**src/fndc_params.svh**
```systemverilog
// fndc_params.svh: register offsets, field positions, reset values and limits
// for the fractional-N divider control block; definitions only.
`ifndef FNDC_PARAMS_SVH
`define FNDC_PARAMS_SVH

// register word addresses on the serial register port
`define FNDC_ADDR_REF_RATIO    5'h02
`define FNDC_ADDR_INT_VALUE    5'h03
`define FNDC_ADDR_FRAC_NUM     5'h04
`define FNDC_ADDR_PRESCALE     5'h08
`define FNDC_ADDR_PUMP_GAIN    5'h09
`define FNDC_ADDR_LOOP_TYPE    5'h0B
`define FNDC_ADDR_EXACT_RATIO  5'h0C

// field positions
`define FNDC_BIT_PRESCALE      19
`define FNDC_BIT_HIGH_GAIN     23
`define FNDC_BIT_LOOP_TYPE     4
`define FNDC_EXACT_NUM_LSB     12

// reset values
`define FNDC_RST_REF_RATIO     14'h0001
`define FNDC_RST_INT_VALUE     19'h00010
`define FNDC_RST_FRAC          24'h000000
`define FNDC_RST_EXACT         24'h000000

// limits of the dividers
`define FNDC_REF_MIN           14'h0001
`define FNDC_FB_MIN            19'h00010
`define FNDC_DSM_OFS_MIN       (-4)
`define FNDC_DSM_OFS_MAX       3

// settling wait loaded on a fraction write, in clock cycles
`define FNDC_TUNE_WAIT         8'hFF

// reference input limit, and the sampling clock
`define FNDC_REF_MAX_MHZ       250
`define FNDC_CLK_MHZ           20

`endif

```
**src/fndc_pkg.sv**
```systemverilog
// fndc_pkg.sv: types shared by the divider control files.
// assumes fndc_params.svh is on the include path.
package fndc_pkg;
  // phase detector output code toward the charge pump
  typedef enum logic [1:0]
  {
    FNDC_PD_IDLE = 2'h0,
    FNDC_PD_UP   = 2'h1,
    FNDC_PD_DN   = 2'h2
  } fndc_pd_t;
  // tuning sequence after a fraction write
  typedef enum logic [1:0]
  {
    FNDC_TUNE_IDLE  = 2'h0,
    FNDC_TUNE_APPLY = 2'h1,
    FNDC_TUNE_RUN   = 2'h3
  } fndc_tune_t;
endpackage

```
**src/fndc_core.sv**
```systemverilog
// fndc_core.sv: divider control of a fractional-N synthesizer: registers,
// reference divider, delta-sigma modulated feedback divider, phase detector.
// assumes the serial port has already decoded writes into wr_en/addr/data
// and that ref_tick / rf_tick are single-cycle edges of the undivided inputs.
// Summary of operation
// - reference divider ratio 1..16383, 14-bit field
// - reference divider valid up to 250MHz
// - phase detector drives charge pump up/down
// - loop type bit sets charge pump polarity
// - one bit selects high-gain pump mode
// - fvco = fref/R * prescale * (N+frac/2^24)
// - prescale select: 1 halves, 0 bypasses
// - N in 19-bit field, fraction 24-bit
// - exact ratio defaults zero, adds nothing
// - exact numerator high 12, denominator low
// - 19-bit multi-modulus divider after prescaler
// - bypass: integer ratios 16..524287
// - halved: ratios 32..1048574, even only
// - fraction write applies setting, starts tuning
`timescale 1ns/1ps
`default_nettype none
`include "fndc_params.svh"
module fndc_core
  import fndc_pkg::*;
(
  input  wire logic        clock,
  input  wire logic        arst_n,
  input  wire logic        wr_en,
  input  wire logic [4:0]  wr_addr,
  input  wire logic [23:0] wr_data,
  input  wire logic [4:0]  rd_addr,
  output logic      [23:0] rd_data,
  input  wire logic        ref_tick,
  input  wire logic        rf_tick,
  output logic             charge_pump_up,
  output logic             charge_pump_dn,
  output logic             charge_pump_high_gain,
  output logic             tune_start,
  output logic             tune_busy,
  output logic      [19:0] active_ratio
);
  // programmed fields
  logic [13:0] ref_ratio_r,  ref_ratio_nxt;   // reference divide ratio
  logic [18:0] int_value_r,  int_value_nxt;   // written N, staged
  logic [23:0] frac_r,       frac_nxt;        // fraction numerator
  logic [23:0] exact_r,      exact_nxt;       // exact numerator/denominator
  logic        halve_r,      halve_nxt;       // prescale_halve_select
  logic        high_gain_r,  high_gain_nxt;   // charge pump gain mode
  logic        loop_inv_r,   loop_inv_nxt;    // active inverting filter
  // applied setting, only updated on a fraction write
  logic [18:0] n_act_r,      n_act_nxt;
  logic [23:0] frac_act_r,   frac_act_nxt;
  logic [23:0] exact_act_r,  exact_act_nxt;
  logic        halve_act_r,  halve_act_nxt;
  fndc_tune_t  tune_r,       tune_nxt;
  logic [7:0]  tune_cnt_r,   tune_cnt_nxt;    // settling wait in cycles

  // register writes; fraction write also triggers the apply
  always_comb
  begin
    ref_ratio_nxt = ref_ratio_r;
    int_value_nxt = int_value_r;
    frac_nxt      = frac_r;
    exact_nxt     = exact_r;
    halve_nxt     = halve_r;
    high_gain_nxt = high_gain_r;
    loop_inv_nxt  = loop_inv_r;
    if (wr_en)
    begin
      case (wr_addr)
        `FNDC_ADDR_REF_RATIO:   ref_ratio_nxt = wr_data[13:0];
        `FNDC_ADDR_INT_VALUE:   int_value_nxt = wr_data[18:0];
        `FNDC_ADDR_FRAC_NUM:    frac_nxt      = wr_data;
        `FNDC_ADDR_EXACT_RATIO: exact_nxt     = wr_data;
        `FNDC_ADDR_PRESCALE:
          halve_nxt = wr_data[`FNDC_BIT_PRESCALE];
        `FNDC_ADDR_PUMP_GAIN:
          high_gain_nxt = wr_data[`FNDC_BIT_HIGH_GAIN];
        `FNDC_ADDR_LOOP_TYPE:
          loop_inv_nxt = wr_data[`FNDC_BIT_LOOP_TYPE];
        default: ;  // other addresses belong to other blocks
      endcase
    end
  end

  // apply and tuning sequence; busy waits a fixed settling count
  always_comb
  begin
    n_act_nxt     = n_act_r;
    frac_act_nxt  = frac_act_r;
    exact_act_nxt = exact_act_r;
    halve_act_nxt = halve_act_r;
    tune_nxt      = tune_r;
    tune_cnt_nxt  = tune_cnt_r;
    if (wr_en && wr_addr == `FNDC_ADDR_FRAC_NUM)
    begin
      // new frequency takes effect only here, so N alone never glitches
      n_act_nxt     = int_value_r;
      frac_act_nxt  = wr_data;
      exact_act_nxt = exact_r;
      halve_act_nxt = halve_r;
      tune_nxt      = FNDC_TUNE_APPLY;
      tune_cnt_nxt  = `FNDC_TUNE_WAIT;
    end
    else
    begin
      case (tune_r)
        FNDC_TUNE_IDLE:  tune_nxt = FNDC_TUNE_IDLE;
        FNDC_TUNE_APPLY: tune_nxt = FNDC_TUNE_RUN;
        FNDC_TUNE_RUN:
        begin
          if (tune_cnt_r == 8'h00)
            tune_nxt = FNDC_TUNE_IDLE;
          else
            tune_cnt_nxt = tune_cnt_r - 8'h01;
        end
        default: tune_nxt = FNDC_TUNE_IDLE;
      endcase
    end
  end

  always_ff @(posedge clock or negedge arst_n)
  begin
    if (!arst_n)
    begin
      ref_ratio_r <= `FNDC_RST_REF_RATIO;
      int_value_r <= `FNDC_RST_INT_VALUE;
      frac_r      <= `FNDC_RST_FRAC;
      exact_r     <= `FNDC_RST_EXACT;
      halve_r     <= 1'b0;
      high_gain_r <= 1'b0;
      loop_inv_r  <= 1'b0;
      n_act_r     <= `FNDC_RST_INT_VALUE;
      frac_act_r  <= `FNDC_RST_FRAC;
      exact_act_r <= `FNDC_RST_EXACT;
      halve_act_r <= 1'b0;
      tune_r      <= FNDC_TUNE_IDLE;
      tune_cnt_r  <= 8'h00;
    end
    else
    begin
      ref_ratio_r <= ref_ratio_nxt;
      int_value_r <= int_value_nxt;
      frac_r      <= frac_nxt;
      exact_r     <= exact_nxt;
      halve_r     <= halve_nxt;
      high_gain_r <= high_gain_nxt;
      loop_inv_r  <= loop_inv_nxt;
      n_act_r     <= n_act_nxt;
      frac_act_r  <= frac_act_nxt;
      exact_act_r <= exact_act_nxt;
      halve_act_r <= halve_act_nxt;
      tune_r      <= tune_nxt;
      tune_cnt_r  <= tune_cnt_nxt;
    end
  end

  // read back of the programmed fields, zero elsewhere
  always_comb
  begin
    case (rd_addr)
      `FNDC_ADDR_REF_RATIO:   rd_data = {10'h000, ref_ratio_r};
      `FNDC_ADDR_INT_VALUE:   rd_data = {5'h00, int_value_r};
      `FNDC_ADDR_FRAC_NUM:    rd_data = frac_r;
      `FNDC_ADDR_EXACT_RATIO: rd_data = exact_r;
      `FNDC_ADDR_PRESCALE:    rd_data = {4'h0, halve_r, 19'h00000};
      `FNDC_ADDR_PUMP_GAIN:   rd_data = {high_gain_r, 23'h000000};
      `FNDC_ADDR_LOOP_TYPE:   rd_data = {19'h00000, loop_inv_r, 4'h0};
      default:                rd_data = 24'h000000;
    endcase
  end

  // reference divider: ref_tick is the buffered reference, limited upstream
  // to the 250MHz figure; here it is one edge per clock at most
  logic ref_div_tick;
  fndc_counter_div #(.W(14)) u_ref_div
  (
    .clock    (clock),
    .arst_n   (arst_n),
    .in_tick  (ref_tick),
    .ratio    (ref_ratio_r),
    .out_tick (ref_div_tick)
  );

  // prescaler: toggle divides rf edges by two when selected
  logic pre_r, pre_nxt;
  logic pre_tick;
  always_comb
  begin
    pre_nxt  = pre_r;
    if (rf_tick && halve_act_r)
      pre_nxt = ~pre_r;
    pre_tick = rf_tick && (!halve_act_r || pre_r);
  end

  // second order error-feedback modulator on fraction plus exact part;
  // exact part adds frac carry when its accumulator passes the denominator
  logic [23:0] acc1_r, acc1_nxt;       // first stage accumulator
  logic [23:0] acc2_r, acc2_nxt;       // second stage accumulator
  logic [11:0] eacc_r, eacc_nxt;       // exact ratio accumulator
  logic        c1_r,   c1_nxt;         // delayed carry for differencing
  logic signed [3:0] ofs;              // per-cycle offset to N
  logic [24:0] s1, s2;
  logic [12:0] es;
  logic        ecarry;
  logic [11:0] e_num, e_den;
  logic [18:0] mmd_ratio;
  logic        fb_tick;

  always_comb
  begin
    e_num    = exact_act_r[23:`FNDC_EXACT_NUM_LSB];
    e_den    = exact_act_r[11:0];
    // zero denominator is imprecise mode: exact term contributes nothing
    es       = {1'b0, eacc_r} + {1'b0, e_num};
    ecarry   = (e_den != 12'h000) && (es >= {1'b0, e_den});
    eacc_nxt = eacc_r;
    acc1_nxt = acc1_r;
    acc2_nxt = acc2_r;
    c1_nxt   = c1_r;
    s1 = {1'b0, acc1_r} + {1'b0, frac_act_r} + {24'h000000, ecarry};
    s2 = {1'b0, acc2_r} + {1'b0, s1[23:0]};
    // offset = c1 + c2 - c2 delayed, kept within -4..+3
    ofs = $signed({3'b000, s1[24]}) + $signed({3'b000, s2[24]})
          - $signed({3'b000, c1_r});
    // clamp to the modulator's legal offset window
    if (ofs < 4'(`FNDC_DSM_OFS_MIN))
      ofs = 4'(`FNDC_DSM_OFS_MIN);
    else if (ofs > 4'(`FNDC_DSM_OFS_MAX))
      ofs = 4'(`FNDC_DSM_OFS_MAX);
    if (fb_tick)
    begin
      eacc_nxt = ecarry ? 12'(es - {1'b0, e_den}) : es[11:0];
      acc1_nxt = s1[23:0];
      acc2_nxt = s2[23:0];
      c1_nxt   = s2[24];
    end
    // N plus offset per output cycle, floored at the smallest modulus
    mmd_ratio = 19'($signed({1'b0, n_act_r}) + 20'(ofs));
    if (mmd_ratio < `FNDC_FB_MIN)
      mmd_ratio = `FNDC_FB_MIN;
  end

  always_ff @(posedge clock or negedge arst_n)
  begin
    if (!arst_n)
    begin
      pre_r  <= 1'b0;
      acc1_r <= 24'h000000;
      acc2_r <= 24'h000000;
      eacc_r <= 12'h000;
      c1_r   <= 1'b0;
    end
    else
    begin
      pre_r  <= pre_nxt;
      acc1_r <= acc1_nxt;
      acc2_r <= acc2_nxt;
      eacc_r <= eacc_nxt;
      c1_r   <= c1_nxt;
    end
  end

  // multi-modulus feedback divider, ratio refreshed every output cycle
  fndc_counter_div #(.W(19)) u_fb_div
  (
    .clock    (clock),
    .arst_n   (arst_n),
    .in_tick  (pre_tick),
    .ratio    (mmd_ratio),
    .out_tick (fb_tick)
  );

  // phase detector: earlier edge opens pump pulse, the other closes it
  fndc_pd_t pd_r, pd_nxt;
  always_comb
  begin
    pd_nxt = pd_r;
    case (pd_r)
      FNDC_PD_IDLE:
        if (ref_div_tick && !fb_tick)
          pd_nxt = FNDC_PD_UP;
        else if (fb_tick && !ref_div_tick)
          pd_nxt = FNDC_PD_DN;
      FNDC_PD_UP: if (fb_tick)      pd_nxt = FNDC_PD_IDLE;
      FNDC_PD_DN: if (ref_div_tick) pd_nxt = FNDC_PD_IDLE;
      default: pd_nxt = FNDC_PD_IDLE;
    endcase
  end

  always_ff @(posedge clock or negedge arst_n)
  begin
    if (!arst_n)
      pd_r <= FNDC_PD_IDLE;
    else
      pd_r <= pd_nxt;
  end

  // inverting filter swaps the pump direction
  assign charge_pump_up = (pd_r == FNDC_PD_UP) ^ ((pd_r != FNDC_PD_IDLE)
                          && loop_inv_r);
  assign charge_pump_dn = (pd_r == FNDC_PD_DN) ^ ((pd_r != FNDC_PD_IDLE)
                          && loop_inv_r);
  assign charge_pump_high_gain = high_gain_r;
  assign tune_start   = (tune_r == FNDC_TUNE_APPLY);
  assign tune_busy    = (tune_r != FNDC_TUNE_IDLE);
  assign active_ratio = halve_act_r ? {n_act_r, 1'b0} : {1'b0, n_act_r};
endmodule
`default_nettype wire

```
**src/fndc_counter_div.sv**
```systemverilog
// fndc_counter_div.sv: programmable divide-by-ratio counter, one pulse out
// per ratio input edges. assumes in_tick is one cycle wide.
`timescale 1ns/1ps
`default_nettype none
module fndc_counter_div
#(
  parameter int W = 14
)
(
  input  wire logic         clock,
  input  wire logic         arst_n,
  input  wire logic         in_tick,   // one input edge
  input  wire logic [W-1:0] ratio,     // divide ratio, zero treated as one
  output logic              out_tick   // one pulse per ratio edges
);
  logic [W-1:0] cnt_r;     // edges counted so far
  logic [W-1:0] cnt_nxt;
  logic         wrap;

  // wrap when the last edge of the ratio arrives
  always_comb
  begin
    wrap    = in_tick && (cnt_r + W'(1) >= ratio);
    cnt_nxt = cnt_r;
    if (wrap)
      cnt_nxt = '0;
    else if (in_tick)
      cnt_nxt = cnt_r + W'(1);
  end

  always_ff @(posedge clock or negedge arst_n)
  begin
    if (!arst_n)
      cnt_r <= '0;
    else
      cnt_r <= cnt_nxt;
  end

  assign out_tick = wrap;
endmodule
`default_nettype wire

```
**config.mk**
```make
export PLATFORM = sky130hd
export DESIGN_NAME = fndc_core
export DESIGN_NICKNAME = d
export VERILOG_FILES = /design/src/fndc_pkg.sv /design/src/fndc_core.sv /design/src/fndc_counter_div.sv
export VERILOG_INCLUDE_DIRS = /design/src /design/src/src
export SDC_FILE = /design/constraint.sdc
export NUM_CORES = 1
export LEC_CHECK = 0
export ABC_AREA = 1
export BUFFER_PORTS_ARGS = -buffer_cell sky130_fd_sc_hd__buf_2
export CAP_MARGIN = 20
export CORE_AREA = 3 3 176 178
export DETAILED_ROUTE_END_ITERATION = 10
export DIE_AREA = 0 0 179 181
export GPL_TIMING_DRIVEN = 0
export PLACE_DENSITY = 0.81
export SYNTH_ARGS = -nofsm -noshare
export SYNTH_HDL_FRONTEND = slang
export SYNTH_SLANG_ARGS = --single-unit
```
**constraint.sdc**
```tcl
create_clock -name clock -period 8.8 [get_ports clock]
set_input_delay 0.44 -clock clock [delete_from_list [all_inputs] [get_ports clock]]
set_output_delay 0.44 -clock clock [all_outputs]
set_load 0.02 [all_outputs]
```
==> results.tsv, run 1 <==
stage	metric	value	unit
pwr	worst vdd ir	0.2870	mV
detailed_routing	Post-route DRC	0	
global_route	Global Route Usage Sum	31.87	%
synthesis	largest family of logic cells by synthesized area	simple AND/OR/NAND/NOR gates	
clock_tree	Root Buffer	clkbuf_16	
synthesis	post-synthesis async set-or-reset flop share	100.0	%
synthesis	Post-synth EDFFs	0	
finish	FF+latch area	5884	um^2
run	Max Cap Viol	0	
place	dpl cells	2701	
die	DIE WIDTH	179	um
synthesis	yosys synthesis warning count	0	
detailed_routing	DR vias	16640	
critical_path	CP most frequent cell	nand2_2	
synthesis	Post-Synth Simple-Gate Area	25.32	%
critical_path	arrival time at the worst endpoint	10.30	ns
finish	final core utilization	70.73	%
synthesis	post-synthesis sequential area ratio	36.25	%
die	die height	181	um
finish	layout cells sized above 1	23.21	%
finish	Inserted Diodes	0	
global_route	first-pass GRT wire length	82930	um
detailed_routing	Final ANT Viol Nets	0	
timing	f_max	101.5	MHz
critical_path	slowest CP cell	fa_2	
timing	skew final	0.01680	ns
synthesis	Mapped Nets	2396	
critical_path	crit-path max cell delay	0.41	ns
detailed_routing	Total Wirelength	55020	um
timing	worst-margin pin slew	0.7268	ns
place	I/O Buffers	87	
die	core footprint	29560	um^2
critical_path	Worst Setup SP	eacc_r[0]	
clock_tree	CTS tree	done	
synthesis	prevailing post-synth register cell	dfrtp_1	
synthesis	Avg Cell Area, Syn	7.309	um^2
synthesis	Synth top area share	35.76	%
detailed_routing	via density per instance	5.845	
critical_path	Top delay family on crit path	simple AND/OR/NAND/NOR gates	
die	IO Pins	88	
timing	crit share post-route	111.9	%
timing	Worst slew margin	51.55	%
timing	max-slew violation count	0	
place	GPL Wtd Cong	0.9890	
critical_path	kind of critical path	reg2reg	
clock_tree	CTS clk-pin slew, worst paths	0.06	ns
synthesis	Cell Area, Synth	16230	um^2
clock_tree	CTS buffer count	28	
synthesis	Post-Synth Adder-Cell Area	10.76	%
timing	RSZ-0062 raised after global routing	yes	
timing	crit path time final	9.851	ns
critical_path	Critical Path RT	9.25	ns
synthesis	Synth cell types	56	
synthesis	compound-cell area share of the yosys netlist	14.98	%
finish	Nets	2610	
status	status	complete, but fails checks	
synthesis	xor/xnor cell area share of the yosys netlist	4.208	%
hold_path	hold path start	wr_data[23]	
place	area post-placement	17560	um^2
detailed_routing	initial DRC count	1424	
pwr	Pleak	10.57	nW
clock_tree	htree depth	1	
finish	multi-input logic area	10540	um^2
detailed_routing	1st-pass router iterations	8	
finish	area grow syn2layout	28.78	%
critical_path	Buf/Inv on CP	17	
synthesis	flops & latches, synth	235	
synthesis	post-synthesis mux area share	0	%
die	Initial Utilization	54.92	%
critical_path	Setup crit start kind	flop	
critical_path	Crit. End Element	flop	
global_route	GRT overflow	0	
pwr	pwr/cell area	338.0	nW/um^2
die	num rows	63	
timing	fin worst setup slack	-1.051	ns
finish	final instance area	20910	um^2
timing	final setup violation count	82	
timing	Min Hold Slack	0.1232	ns
synthesis	top post-synthesis cells by area	dfrtp_1, nand2_1, ha_1	
place	DP Worst Slack	-1.935	ns
timing	final hold vios	0	
hold_path	Hold Path Class	in2reg	
status	failing checks	setup timing	
timing	Setup TNS	-68.45	ns
clock_tree	worst-skew pair later-pin latency	0.55	ns
clock_tree	clock tree buffer depth	3	
pwr	total power	7.067	mW
global_route	initial antenna violation count	0	
critical_path	Critical R2R Launch	eacc_r[0]	
detailed_routing	Wirelength per Cell	19.33	um
critical_path	CP Max Fanout	8	
global_route	largest net degree at the start of global routing	95	
global_route	number of global-route vias before repair	16340	
place	HPWL after DPL	37950	um
synthesis	post-synth top area cell	dfrtp_1	
synthesis	Post-Syn Instances	2221	
die	full die area	32400	um^2
finish	Layout Cells excl Fill	2846	
finish	Fillers	2172	
clock_tree	Sink Count	235	
==> cell usage after synthesis, types with 3 or more instances <==
library cell and count:
buf_1 3, inv_1 300, nand2_1 634, a21o_1 3
o21a_1 8, nand2_2 7, nand3_2 8, nor2_2 4
o21ai_0 234, nand4_1 31, inv_2 4, o22ai_1 5
o21bai_1 10, dfrtp_1 232, o221ai_1 7, a21oi_1 123
xnor2_1 33, nand3b_1 9, xor2_1 45, a21boi_2 3
dfstp_2 3, nor4_1 11, buf_4 3, nand3_1 89
fa_1 6, buf_2 12, o21ai_2 7, a221oi_1 10
nor2_1 136, or2_2 3, clkbuf_1 35, a31oi_1 3
o21ai_1 13, nor3_1 25, a22oi_1 6, ha_1 130
==> sequential cells by signal, indices dropped and copies added, names as in the netlist, 19 cells and up <==
register,cells
acc1_r,24
acc2_r,24
exact_act_r,24
exact_r,24
frac_r,24
int_value_r,19
n_act_r,19
u_fb_div.cnt_r,19
==> layer usage <==
layer	routed length (um)	global-route usage (%)
met5	0	0
met2	26820	55.20
met3	3640	4.792
met4	4279	17.80
met1	20280	37.43
==> worst paths after layout <==
path	to	slack, ns	cells after the start
worst max-delay path	acc1_r[12]	-1.05	68
worst min-delay path	charge_pump_high_gain	0.12	3
worst max register to register	acc1_r[12]	-1.05	68
worst min register to register	acc2_r[22]	0.49	2
max in group asynchronous	u_ref_div.cnt_r[8]	7.55	3
min in group asynchronous	eacc_r[7]	0.40	2
==> power breakdown <==
group	total, mW	switching (mW)	internal, mW
Clock	1.22	0.481	0.739
Sequential	1.62	0.268	1.35
Combinational	4.23	2.50	1.73
==> worst reg2reg max path: cells and delay by family (launching register included) <==
| kind | cells | cell delay, ns |
|---|---|---|
| AOI/OAI and AO/OA | 8 | 1.13 |
| DFF | 1 | 0.36 |
| and+or+nand+nor | 30 | 3.12 |
| adders and majority gates | 11 | 2.97 |
| buffers and inverters | 17 | 1.80 |
| xor gates and xnor gates | 2 | 0.38 |
==> cell type report <==
type	count	share of cell area (%)
Clock inverter	12	0.6942
Timing Repair inverter	1	0.05386
Tap cell	390	2.334
Sequential cell	235	28.15
Inverter	304	5.572
Clock buffer	39	3.938
Timing Repair Buffer	188	7.361
Buffer	49	1.472
Multi-Input combinational cell	1628	50.43
==> cell families after synthesis <==
kind of cell             after synthesis
AND/OR/NAND/NOR                      972
AO/OA/AOI/OAI                        442
buffers and inverters                358
flip-flops                           235
XOR/XNOR                              78
adder cells (fa/ha/maj)              136
==> cells in the final DEF (no fill, tap or decap), types with 7 or more instances in the layout <==
cell type | netlist | layout
nor3_1 | 25 | 20
o21ai_2 | 7 | 21
nand3_1 | 89 | 67
nor2_4 | 1 | 12
buf_12 | 0 | 12
o21ai_4 | 0 | 7
nand4_1 | 31 | 31
a21oi_2 | 2 | 14
a21oi_4 | 0 | 8
nand2_4 | 0 | 42
buf_6 | 1 | 10
dfrtp_1 | 232 | 232
o221ai_1 | 7 | 7
xnor2_1 | 33 | 26
nand3_2 | 8 | 27
o21ai_0 | 234 | 206
buf_16 | 0 | 7
nand3b_1 | 9 | 9
a21oi_1 | 123 | 103
nor4_1 | 11 | 11
o21a_1 | 8 | 8
buf_2 | 12 | 91
clkbuf_16 | 0 | 32
o21bai_1 | 10 | 9
inv_2 | 4 | 16
clkbuf_1 | 35 | 37
a221oi_1 | 10 | 10
o21ai_1 | 13 | 20
buf_4 | 3 | 73
nor2_2 | 4 | 10
xnor2_2 | 0 | 7
nor2_1 | 136 | 119
xor2_1 | 45 | 39
ha_4 | 0 | 30
nand2_1 | 634 | 519
ha_1 | 130 | 96
nand2_2 | 7 | 80
inv_1 | 300 | 284
==> repair_timing <==
action / CTS / global route
cloned: 7 / 3
hold buffers: 1 / 0
setup endpoints to repair: 82 / 82
resized for setup: 166 / 240
buffers inserted: 51 / 38
pin swaps: 71 / 106
endpoints found under the hold margin: 47 / 0
(Power assumes the default switching activity.)
==> run 2: changes to the inputs <==
--- a/config.mk
+++ b/config.mk
@@ -6,7 +6,7 @@
 export SDC_FILE = /design/constraint.sdc
 export NUM_CORES = 1
 export LEC_CHECK = 0
-export ABC_AREA = 1
+export ABC_AREA = 0
 export BUFFER_PORTS_ARGS = -buffer_cell sky130_fd_sc_hd__buf_2
 export CAP_MARGIN = 20
 export CORE_AREA = 3 3 176 178
==> results.tsv, run 2 <==
stage	metric	value	unit	change
pwr	Pleak	9.265	nW	was 10.57 nW
die	Initial Utilization	54.83	%	was 54.92%
timing	final setup violation count	82		unchanged
clock_tree	CTS clk-pin slew, worst paths	0.06	ns	about the same
timing	Setup TNS	-234.73	ns	was -68.45 ns
clock_tree	clock tree buffer depth	3		unchanged
place	area post-placement	17320	um^2	was 17560 um^2
finish	Nets	2030		was 2610
synthesis	most instantiated cells after synthesis	dfrtp_1, nand2_1, mux2_2		was nand2_1, inv_1, o21ai_0
pwr	pwr/cell area	308.7	nW/um^2	was 338.0 nW/um^2
critical_path	Crit. End Element	flop		unchanged
detailed_routing	1st-pass router iterations	5		was 8
clock_tree	htree depth	1		unchanged
clock_tree	worst-skew pair later-pin latency	0.54	ns	was 0.55 ns
synthesis	top post-synthesis cells by area	dfrtp_1, ha_1, mux2_2		was dfrtp_1, nand2_1, ha_1
detailed_routing	Wirelength per Cell	20.20	um	was 19.33 um
finish	commonest non-fill, non-tap cell in the layout	dfrtp_1		was nand2_1
finish	layout cells sized above 1	25.01	%	was 23.21%
die	DIE WIDTH	179	um	unchanged
die	num rows	63		unchanged
detailed_routing	DR vias	13780		was 16640
pwr	worst vdd ir	0.2006	mV	was 0.2870 mV
global_route	initial antenna violation count	4		was 0
detailed_routing	initial DRC count	1178		was 1424
detailed_routing	Post-route DRC	0		unchanged
timing	fin worst setup slack	-3.286	ns	was -1.051 ns
critical_path	Buf/Inv on CP	7		was 17
timing	worst-margin pin slew	1.256	ns	was 0.7268 ns
clock_tree	Root Buffer	clkbuf_16		unchanged
global_route	Global Route Usage Sum	27.20	%	was 31.87%
synthesis	Cell Area, Synth	16210	um^2	was 16230 um^2
critical_path	Setup crit start kind	flop		unchanged
synthesis	yosys synthesis warning count	0		unchanged
place	HPWL after DPL	33420	um	was 37950 um
detailed_routing	Total Wirelength	45780	um	was 55020 um
finish	commonest cells after routing, fill and taps aside	dfrtp_1, nand2_1, mux2_2		was nand2_1, inv_1, dfrtp_1
detailed_routing	Final ANT Viol Nets	0		unchanged
synthesis	Synth top area share	35.82	%	was 35.76%
status	failing checks	hold timing, setup timing		was setup timing
timing	Min Hold Slack	-0.03278	ns	was 0.1232 ns
clock_tree	CTS buffer count	26		was 28
synthesis	prevailing post-synth register cell	dfrtp_1		unchanged
finish	area grow syn2layout	18.91	%	was 28.78%
global_route	first-pass GRT wire length	70580	um	was 82930 um
critical_path	CP Max Fanout	8		unchanged
synthesis	post-synthesis sequential area ratio	36.31	%	was 36.25%
timing	max-slew violation count	0		unchanged
global_route	GRT overflow	0		unchanged
clock_tree	Sink Count	235		unchanged
die	IO Pins	88		unchanged
timing	f_max	82.74	MHz	was 101.5 MHz
global_route	largest net degree at the start of global routing	126		was 95
place	dpl cells	2176		was 2701
critical_path	crit-path max cell delay	0.55	ns	was 0.41 ns
die	die height	181	um	unchanged
clock_tree	CTS Hold Bufs	0		was 1
synthesis	most used standard cell by instance count after synthesis	dfrtp_1		was nand2_1
timing	final hold vios	15		was 0
critical_path	slowest CP cell	or4_4		was fa_2
critical_path	Top delay family on crit path	compound AO/OA/AOI/OAI gates		was simple AND/OR/NAND/NOR gates
synthesis	Avg Cell Area, Syn	9.528	um^2	was 7.309 um^2
hold_path	Hold Path Class	in2async		was in2reg
status	status	complete, but fails checks		unchanged
global_route	number of global-route vias before repair	13590		was 16340
synthesis	Post-synth EDFFs	0		unchanged
synthesis	post-synthesis async set-or-reset flop share	100.0	%	unchanged
critical_path	arrival time at the worst endpoint	12.53	ns	was 10.30 ns
place	I/O Buffers	84		was 87
finish	Layout Cells excl Fill	2266		was 2846
synthesis	Mapped Nets	1876		was 2396
finish	final instance area	19270	um^2	was 20910 um^2
critical_path	kind of critical path	reg2reg		unchanged
timing	crit path time final	12.09	ns	was 9.851 ns
synthesis	Post-Syn Instances	1701		was 2221
detailed_routing	via density per instance	6.083		was 5.845
critical_path	Critical Path RT	9.24	ns	was 9.25 ns
synthesis	Synth cell types	86		was 56
synthesis	flops & latches, synth	235		unchanged
timing	crit share post-route	137.3	%	was 111.9%
place	GPL Wtd Cong	0.9211		was 0.9890
timing	skew final	0.02798	ns	was 0.01680 ns
die	core footprint	29560	um^2	unchanged
synthesis	post-synth top area cell	dfrtp_1		unchanged
timing	RSZ-0062 raised after global routing	yes		unchanged
run	Max Cap Viol	0		unchanged
die	full die area	32400	um^2	unchanged
clock_tree	CTS tree	done		unchanged
timing	Worst slew margin	15.73	%	was 51.55%
run 2: changes by cell type after synthesis, moves of 17 or more:
| cell | change |
|---|---|
| a21o_1 | +34 |
| a21oi_1 | -50 |
| and3_1 | +19 |
| inv_1 | -208 |
| mux2_2 | +142 |
| mux2i_1 | +51 |
| nand2_1 | -446 |
| nand3_1 | -52 |
| nand4_1 | -17 |
| nor2_1 | -40 |
| nor2b_1 | +19 |
| o21ai_0 | -124 |
| xnor2_1 | +28 |
run 2: path summary, 6_finish.rpt:
kind | from | cells after the start | end | slack (ns)
max in group asynchronous | arst_n | 2 | u_ref_div.cnt_r[3] | 7.67
min in group clock | wr_data[8] | 3 | ref_ratio_r[8] | 0.16
hold reg to reg | acc2_r[4] | 2 | acc2_r[4] | 0.48
setup / recovery | exact_act_r[13] | 60 | pd_r[1] | -3.29
setup reg to reg | exact_act_r[13] | 60 | pd_r[1] | -3.29
hold / removal | arst_n | 1 | u_fb_div.cnt_r[12] | -0.03
run 2: cells by family (layout without fill, tap and decap cells):
logic type               count (synthesis)  after routing  synth area share [%]
multiplexers                           194            194                 13.09
buffers and inverters                  151            325                 3.628
other                                    0              1                     0
XOR/XNOR                               100            100                 5.404
AND/OR/NAND/NOR                        487            487                 14.38
AO/OA/AOI/OAI                          398            398                 16.41
flip-flops                             235            235                 36.31
adder cells (fa/ha/maj)                136            136                 10.78
run 2: timing repair:
action	4_1_cts	5_1_grt
endpoints found under the setup margin	82	82
gates cloned	0	2
pin swaps	7	67
buffers inserted	11	34
resized for setup	23	143
hold endpoints to repair	0	0
run 2: layout make-up:
class / instances / area [um^2]
multi-input combinational: 1315 / 10420
inverter: 93 / 351.6
buffer: 52 / 345.3
antenna: 1 / 2.502
tap: 390 / 488.0
clock buffer: 33 / 726.9
fill: 2311 / 10290
clock inverter: 15 / 197.7
timing repair buffer: 132 / 860.8
sequential: 235 / 5884
run 2: report_power, final:
group	internal (mW)	switching [mW]	total (mW)
logic	1.44	1.77	3.21
registers	1.33	0.248	1.57
clock network	0.704	0.462	1.17
total	3.47	2.48	5.95
run 2: per-layer routing:
metal,wire (um),up-vias,share of wire (%),GRT usage [%]
met5,20,-,0.044,0
met4,2040,4,4.5,11.00
met3,2883,108,6.3,4.792
met2,21570,433,47,44.42
met1,19260,6763,42,35.72
li1,-,6476,-,-
run 2: worst register-to-register path: cells and delay by family (launching register included):
kind                     cells  cell delay, ns
AO/OA/AOI/OAI               24            5.08
XOR/XNOR                     1            0.18
adder cells (fa/ha/maj)     11            2.54
buffers and inverters        7            0.83
flip-flops                   1            0.43
AND/OR/NAND/NOR             17            2.93
run 2: metrics by stage:
step                      worst slack, ns  util [%]  power, mW
after floorplan                    -2.145         -      3.635
after global placement             -4.048     58.48      4.188
after detailed placement           -4.319     58.60      4.303
after CTS                          -3.221     62.37      5.609
after global routing               -3.796     65.20      6.357
final                              -3.286     65.20      5.948
